**src/gbc_regs.vh**
```
`ifndef GBC_REGS_VH
`define GBC_REGS_VH
// ************************************************************
// register map
// ************************************************************
`define GBC_ADDR_PARTNER_PAGE  5'h08
`define GBC_ADDR_CONFIG        5'h09
`define GBC_ADDR_ADVERT        5'h05
`define GBC_CONFIG_RESET       16'h0300
`define GBC_CONFIG_WMASK       16'hff80
`define GBC_TEST_HI            15
`define GBC_TEST_LO            13
`define GBC_ROLE_OVR_BIT       12
`define GBC_ROLE_VAL_BIT       11
`define GBC_PORT_TYPE_BIT      10
`define GBC_FD_ADV_BIT         9
`define GBC_HD_ADV_BIT         8
`define GBC_CABLE_TEST_BIT     7
`define GBC_PAGE_MSG_BIT       13
`define GBC_PAGE_TOGGLE_BIT    11
`define GBC_PAGE_RESET         16'h2001
`define GBC_TEST_NORMAL        3'h0
`endif

```
**src/gbc_edge.v**
```verilog
`timescale 1ns/1ns
// ************************************************************
// falling edge detector, registered pulse out
// ************************************************************
module gbc_edge (
   ref_clk,
   rstn,
   level,
   fall_pulse
);
   input  wire ref_clk;
   input  wire rstn;
   input  wire level;
   output reg  fall_pulse;

   reg         level_q;

   always @(posedge ref_clk) begin
      if (!rstn) begin
         // follows the pin in reset, so release never shows a false drop
         level_q    <= level;
         fall_pulse <= 1'b0;
      end else begin
         level_q    <= level;
         fall_pulse <= level_q & ~level;
      end
   end
endmodule // gbc_edge

```
**src/gbc_config_regs.v**
```verilog
`timescale 1ns/1ns
`include "gbc_regs.vh"
// Summary of operation
// - test code 0 normal, 1-4 compliance modes
// - codes 5-7: idles, 0001, pulse+63 zeros
// - override bit picks configured role
// - override role value one master, zero slave
// - port type bit feeds role negotiation
// - full duplex advert from bit 9, strapped
// - half duplex advert from bit 8, strapped
// - bit 7 launches cable test on link loss
// - report partner toggle, starts inverse of 5.11
// - eleven-bit partner page payload read-only
// - bit 13 flags message versus unformatted page
module gbc_config_regs (
   ref_clk,
   rstn,
   reg_addr,
   reg_wdata,
   reg_wr,
   reg_rd,
   reg_rdata,
   strap_fd_adv,
   strap_hd_adv,
   local_toggle_5_11,
   page_valid,
   page_is_message,
   page_toggle,
   page_payload,
   link_up,
   auto_role_master,
   test_pattern_sel,
   role_manual,
   role_master,
   multi_port,
   gig_full_duplex_advert,
   gig_half_duplex_advert,
   cable_test_start
);
   input  wire        ref_clk;
   input  wire        rstn;
   input  wire [4:0]  reg_addr;
   input  wire [15:0] reg_wdata;
   input  wire        reg_wr;
   input  wire        reg_rd;
   output reg  [15:0] reg_rdata;
   input  wire        strap_fd_adv;
   input  wire        strap_hd_adv;
   input  wire        local_toggle_5_11;
   input  wire        page_valid;
   input  wire        page_is_message;
   input  wire        page_toggle;
   input  wire [10:0] page_payload;
   input  wire        link_up;
   input  wire        auto_role_master;
   output reg  [7:0]  test_pattern_sel;
   output reg         role_manual;
   output reg         role_master;
   output reg         multi_port;
   output reg         gig_full_duplex_advert;
   output reg         gig_half_duplex_advert;
   output reg         cable_test_start;

   // ************************************************************
   // state
   // ************************************************************
   reg  [15:0] gigabit_base_config;
   reg         partner_page_is_message;
   reg         partner_page_toggle;
   reg  [10:0] partner_page_payload;
   reg         strap_pending;
   reg         page_seen;
   wire        link_fall;
   wire [2:0]  test_code;
   reg  [15:0] next_config;
   reg  [15:0] next_rdata;
   reg  [7:0]  next_test_sel;
   reg         next_role_master;
   wire        config_wr;

   // reset image of the received page word, split into its fields below
   localparam [15:0] PAGE_RESET = `GBC_PAGE_RESET;

   assign test_code = gigabit_base_config[`GBC_TEST_HI:`GBC_TEST_LO];
   // only offset 9 is writable; the page word is read-only
   assign config_wr = reg_wr & (reg_addr == `GBC_ADDR_CONFIG);

   // registered fall pulse: the test start lands two clocks after the drop
   gbc_edge u_link_edge (
      .ref_clk    (ref_clk),
      .rstn       (rstn),
      .level      (link_up),
      .fall_pulse (link_fall)
   );

   // ************************************************************
   // configuration register
   // ************************************************************
   always @* begin
      next_config = gigabit_base_config;
      if (strap_pending) begin
         // straps sampled one clock after reset release, never in reset
         next_config[`GBC_FD_ADV_BIT] = strap_fd_adv;
         next_config[`GBC_HD_ADV_BIT] = strap_hd_adv;
      end
      // a write in the strap cycle wins, so software keeps its own word
      if (config_wr) begin
         next_config = reg_wdata & `GBC_CONFIG_WMASK;
      end
   end

   always @(posedge ref_clk) begin
      if (!rstn) begin
         gigabit_base_config <= `GBC_CONFIG_RESET;
         strap_pending       <= 1'b1;
      end else begin
         gigabit_base_config <= next_config;
         strap_pending       <= 1'b0;
      end
   end

   // ************************************************************
   // received page status
   // ************************************************************
   // page fields hold until the partner sends its next page; before the first, the toggle tracks the inverse of ours
   always @(posedge ref_clk) begin
      if (!rstn) begin
         partner_page_is_message <= PAGE_RESET[`GBC_PAGE_MSG_BIT];
         partner_page_toggle     <= PAGE_RESET[`GBC_PAGE_TOGGLE_BIT];
         partner_page_payload    <= PAGE_RESET[10:0];
         page_seen               <= 1'b0;
      end else if (page_valid) begin
         partner_page_is_message <= page_is_message;
         partner_page_toggle     <= page_toggle;
         partner_page_payload    <= page_payload;
         page_seen               <= 1'b1;
      end else if (!page_seen) begin
         // before any page, expect the inverse of our own toggle
         partner_page_toggle     <= ~local_toggle_5_11;
      end
   end

   // ************************************************************
   // test pattern and role selection
   // ************************************************************
   always @* begin
      // one-hot, so each pattern engine needs a single enable
      case (test_code)
         3'h0:    next_test_sel = 8'h01;  // normal operation
         3'h1:    next_test_sel = 8'h02;  // waveform
         3'h2:    next_test_sel = 8'h04;  // jitter as master
         3'h3:    next_test_sel = 8'h08;  // jitter as slave
         3'h4:    next_test_sel = 8'h10;  // distortion
         3'h5:    next_test_sel = 8'h20;  // scrambled idles
         3'h6:    next_test_sel = 8'h40;  // repeated 0001
         3'h7:    next_test_sel = 8'h80;  // one pulse, 63 zeros
         default: next_test_sel = 8'h01;
      endcase
   end

   always @* begin
      // value bit only counts under override
      if (gigabit_base_config[`GBC_ROLE_OVR_BIT]) begin
         next_role_master = gigabit_base_config[`GBC_ROLE_VAL_BIT];
      end else begin
         next_role_master = auto_role_master;
      end
   end

   // ************************************************************
   // outputs to the link engine
   // ************************************************************
   always @(posedge ref_clk) begin
      if (!rstn) begin
         test_pattern_sel       <= 8'h01;
         role_manual            <= 1'b0;
         role_master            <= 1'b0;
         multi_port             <= 1'b0;
         gig_full_duplex_advert <= 1'b1;
         gig_half_duplex_advert <= 1'b1;
         cable_test_start       <= 1'b0;
      end else begin
         test_pattern_sel       <= next_test_sel;
         role_manual            <= gigabit_base_config[`GBC_ROLE_OVR_BIT];
         role_master            <= next_role_master;
         multi_port             <= gigabit_base_config[`GBC_PORT_TYPE_BIT];
         gig_full_duplex_advert <= gigabit_base_config[`GBC_FD_ADV_BIT];
         gig_half_duplex_advert <= gigabit_base_config[`GBC_HD_ADV_BIT];
         // one pulse per drop; a link that bounces starts the test again
         cable_test_start       <= link_fall &
                                   gigabit_base_config[`GBC_CABLE_TEST_BIT];
      end
   end

   // ************************************************************
   // read port
   // ************************************************************
   always @* begin
      next_rdata = reg_rdata;
      if (reg_rd) begin
         case (reg_addr)
            `GBC_ADDR_CONFIG: next_rdata = gigabit_base_config & `GBC_CONFIG_WMASK;
            `GBC_ADDR_PARTNER_PAGE: begin
               next_rdata = 16'h0000;
               next_rdata[`GBC_PAGE_MSG_BIT]    = partner_page_is_message;
               next_rdata[`GBC_PAGE_TOGGLE_BIT] = partner_page_toggle;
               next_rdata[10:0]                 = partner_page_payload;
            end
            // unmapped addresses read as zero
            default: next_rdata = 16'h0000;
         endcase
      end
   end

   always @(posedge ref_clk) begin
      if (!rstn) begin
         reg_rdata <= 16'h0000;
      end else begin
         reg_rdata <= next_rdata;
      end
   end
endmodule // gbc_config_regs

```
**config.mk**
```make
export PLATFORM = sky130hd
export DESIGN_NAME = gbc_config_regs
export DESIGN_NICKNAME = d
export VERILOG_FILES = /design/src/gbc_edge.v /design/src/gbc_config_regs.v
export VERILOG_INCLUDE_DIRS = /design/src
export SDC_FILE = /design/constraint.sdc
export NUM_CORES = 1
export LEC_CHECK = 0
export ABC_CLOCK_PERIOD_IN_PS = 1050
export BUFFER_PORTS_ARGS = -buffer_cell sky130_fd_sc_hd__clkbuf_2
export CAP_MARGIN = 20
export CORE_ASPECT_RATIO = 0.8
export CORE_MARGIN = 4
export CORE_UTILIZATION = 40
export DETAILED_ROUTE_END_ITERATION = 10
export GPL_ROUTABILITY_DRIVEN = 1
export PLACE_DENSITY = 0.69
export SLEW_MARGIN = 10
export SYNTH_ARGS = -nofsm -noshare
export SYNTH_HDL_FRONTEND = slang
export SYNTH_SLANG_ARGS = --single-unit
```
**constraint.sdc**
```tcl
create_clock -name ref_clk -period 1.05 [get_ports ref_clk]
set_input_delay 0.21 -clock ref_clk [delete_from_list [all_inputs] [get_ports ref_clk]]
set_output_delay 0.21 -clock ref_clk [all_outputs]
set_load 0.01 [all_outputs]
```
==> flow_summary.toml <==
[global_routing]
overflow = 0
grt_pass1_vias = 1520
grtUsageMet1 = 0.180
grt.met2_usage = 0.209
met3_usage = 0.0563
grt_use_total = 0.137
antenna_found_initial = 0
grt_pass1_wl_mm = 6.74
top_usage_layer = "met2"
grt_max_degree = 18

[timing]
rsz0062_at_grt = "false"
setup_viol = 0
setup_ws_ns = 0.0449
report.final.slew_viol_count = 0
slew_headroom = 0.602
period_needed_ns = 1.01
hold_viol = 0
worst_pin_slew_ns = 0.595
skew_ns = 0.00207
fmax_ghz = 0.995
period_share = 0.957
fin_hold_ws_ns = 0.0215

[critical_path]
criticalPathCategory = "flop to output port"
endpoint_kind = "output port"
crit_fanout = 2
cp.required_ns = 0.84
slowest_delay_ns = 0.36
worst_path_max_delay_cell = "dfxtp_1"
worst-path-buf-inv = 1
start_kind = "flop"
crit_chain = "clkbuf_2"
arrival_ns = 0.80
critical_path.top_delay_family = "flip-flops"

[placement]
hpwl_mm = 3.18
port_buffers = 66
dp_slack_ns = -0.155
placed_area_sq_um = 2500
gp_congestion = 0.724

[cells_and_area]
mostFrequentLayoutCells = "clkbuf_2, dfxtp_1, mux2i_1, nand2_1, nor2_1"
seq_area_sq_um = 1120
design_area_sq_um = 2580
layout.nets = 321
multiInputGateArea_sq_um = 833
final_util = 0.541
areaGrowthSynthToFinish_pct = 26.7
diodes = 0
nFillCells = 462
mostFrequentLayoutCell = "clkbuf_2"
layout-drive-gt1-share = 0.336

[synth]
synthXorXnorAreaFrac = 0
yosys_warnings = 0
synth.area.top_cells = "dfxtp_1, mux2i_1, nand2_1"
synth.distinct_cells = 29
synth-seq-cells = 56
synthArstFlopShare = 0
seq_area_frac_synth = 0.551
synth_area_sq_um = 2030
synthSimpleGateAreaFrac = 0.207
netlist.area_leader.share = 0.551
syn_nets = 246
synth_largest_area_cell = "dfxtp_1"
synth_ff_type = "dfxtp_1"
synth_cells = 202
synth_mux_area_frac = 0.138
synth_top_family_by_area = "simple AND/OR/NAND/NOR gates"
synth_adder_area_share = 0
synth_edf_count = 0
synth_area_per_cell_sq_um = 10.1
synth-compound-area-share = 0.0615

[cts]
clk_pin_slew_worst_paths_ns = 0.09
clk_latency_ns = 0.30
clock-sinks = 56
cts_root_buffer = "clkbuf_8"
cts_made_buffers = 5
cts_tree = "built"
cts_buffer_depth = 2
cts_max_level = 2
cts_setup_buffers = 0

[floorplanning]
core_area_sq_um = 4760
die_x_um = 87.7
dieArea_sq_um = 6300
rows = 22
io_pins = 74
initial_core_util = 0.427
die_y_um = 71.8

[detailed_routing]
drt-wirelength-per-cell_um = 12.4
ant_nets = 0
via_per_inst = 4.68
drc = 0
first_iter_violations = 74
firstDrtPassIters = 4
wl_mm = 4.17
num_vias = 1578

[pwr]
ir_drop_uv = 818
netSwitchingFraction = 0.225
seqPwrFrac = 0.611
p_clk_frac = 0.302
comb_power_share = 0.088
static-leakage-power_uw = 0.00118
powerDensity_nw_per_um2 = 1400
p_int_uw = 2800
p_sw_uw = 814

[run_status]
status = "finished clean"

[flow_run]
cap_violations = 0

[min_path]
hold_path_class = "primary input to flop"
worst paths after layout:
path              slack [ns]           startpoint                      to  cells past startpoint
setup reg to reg        0.08            page_seen     partner_page_toggle                      3
setup / recovery        0.04        reg_rdata[12]           reg_rdata[12]                      1
hold reg to reg         0.43  u_link_edge.level_q  u_link_edge.fall_pulse                      2
hold / removal          0.02              link_up     u_link_edge.level_q                      1
layer usage:
metal	wire, um	vias up
met5	0	-
met4	31	0
met3	314	4
met2	1840	44
met1	1990	710
li1	-	820
layout make-up:
type | count | share of cell area
clock buffers | 6 | 0.0282
clock inverters | 1 | 0.00194
inverters | 4 | 0.00583
multi-input cells | 131 | 0.323
flip-flops and latches | 56 | 0.436
well taps | 60 | 0.0291
repair buffers | 79 | 0.176
power by group through the flow:
stage	logic, uW	registers, uW	clock network [uW]
finish	318	2210	1090
CTS	322	2210	1140
detailed placement	321	2260	0
floorplan	175	2250	0
global route	355	2210	1210
global placement	315	2260	0
cell families (layout without fill, tap and decap cells):
family                 Yosys count  after routing
AND/OR/NAND/NOR                 82             82
buffers and inverters           15             90
multiplexers                    28             28
AO/OA/AOI/OAI                   21             21
flip-flops                      56             56
stage by stage:
stage               TNS [ns]  total power, uW  cells
CTS                        0             3670    337
detailed placement     -2.53             2580    330
finish                     0             3610    337
floorplan                  0             2430    202
global route               0             3780    337
global placement       -2.21             2570    330
synthesized netlist by cell type, types with 2 or more instances:
| library cell | instances |
|---|---|
| nor2b_1 | 4 |
| mux2i_1 | 28 |
| dfxtp_1 | 56 |
| a32o_1 | 2 |
| clkbuf_1 | 4 |
| nand2_1 | 27 |
| o21ai_1 | 3 |
| nand3_1 | 7 |
| inv_1 | 3 |
| a211oi_1 | 2 |
| o21ai_0 | 3 |
| nor2_1 | 22 |
| buf_2 | 5 |
| a21oi_1 | 9 |
| nand2b_1 | 13 |
sequential cells by signal (all words and copies together), names as in the netlist:
register                 count
partner_page_toggle          1
partner_page_payload        11
role_master                  1
gig_half_duplex_advert       1
multi_port                   1
u_link_edge.level_q          1
role_manual                  1
cable_test_start             1
gigabit_base_config          9
u_link_edge.fall_pulse       1
strap_pending                1
test_pattern_sel             8
page_seen                    1
reg_rdata                   16
partner_page_is_message      1
gig_full_duplex_advert       1
timing repair:
item                                    in CTS  in global routing
endpoints found under the setup margin       0                  2
gates resized for setup                      0                  2
hold buffers                                 0                  0
No activity file was read; power rests on OpenSTA's default activity.
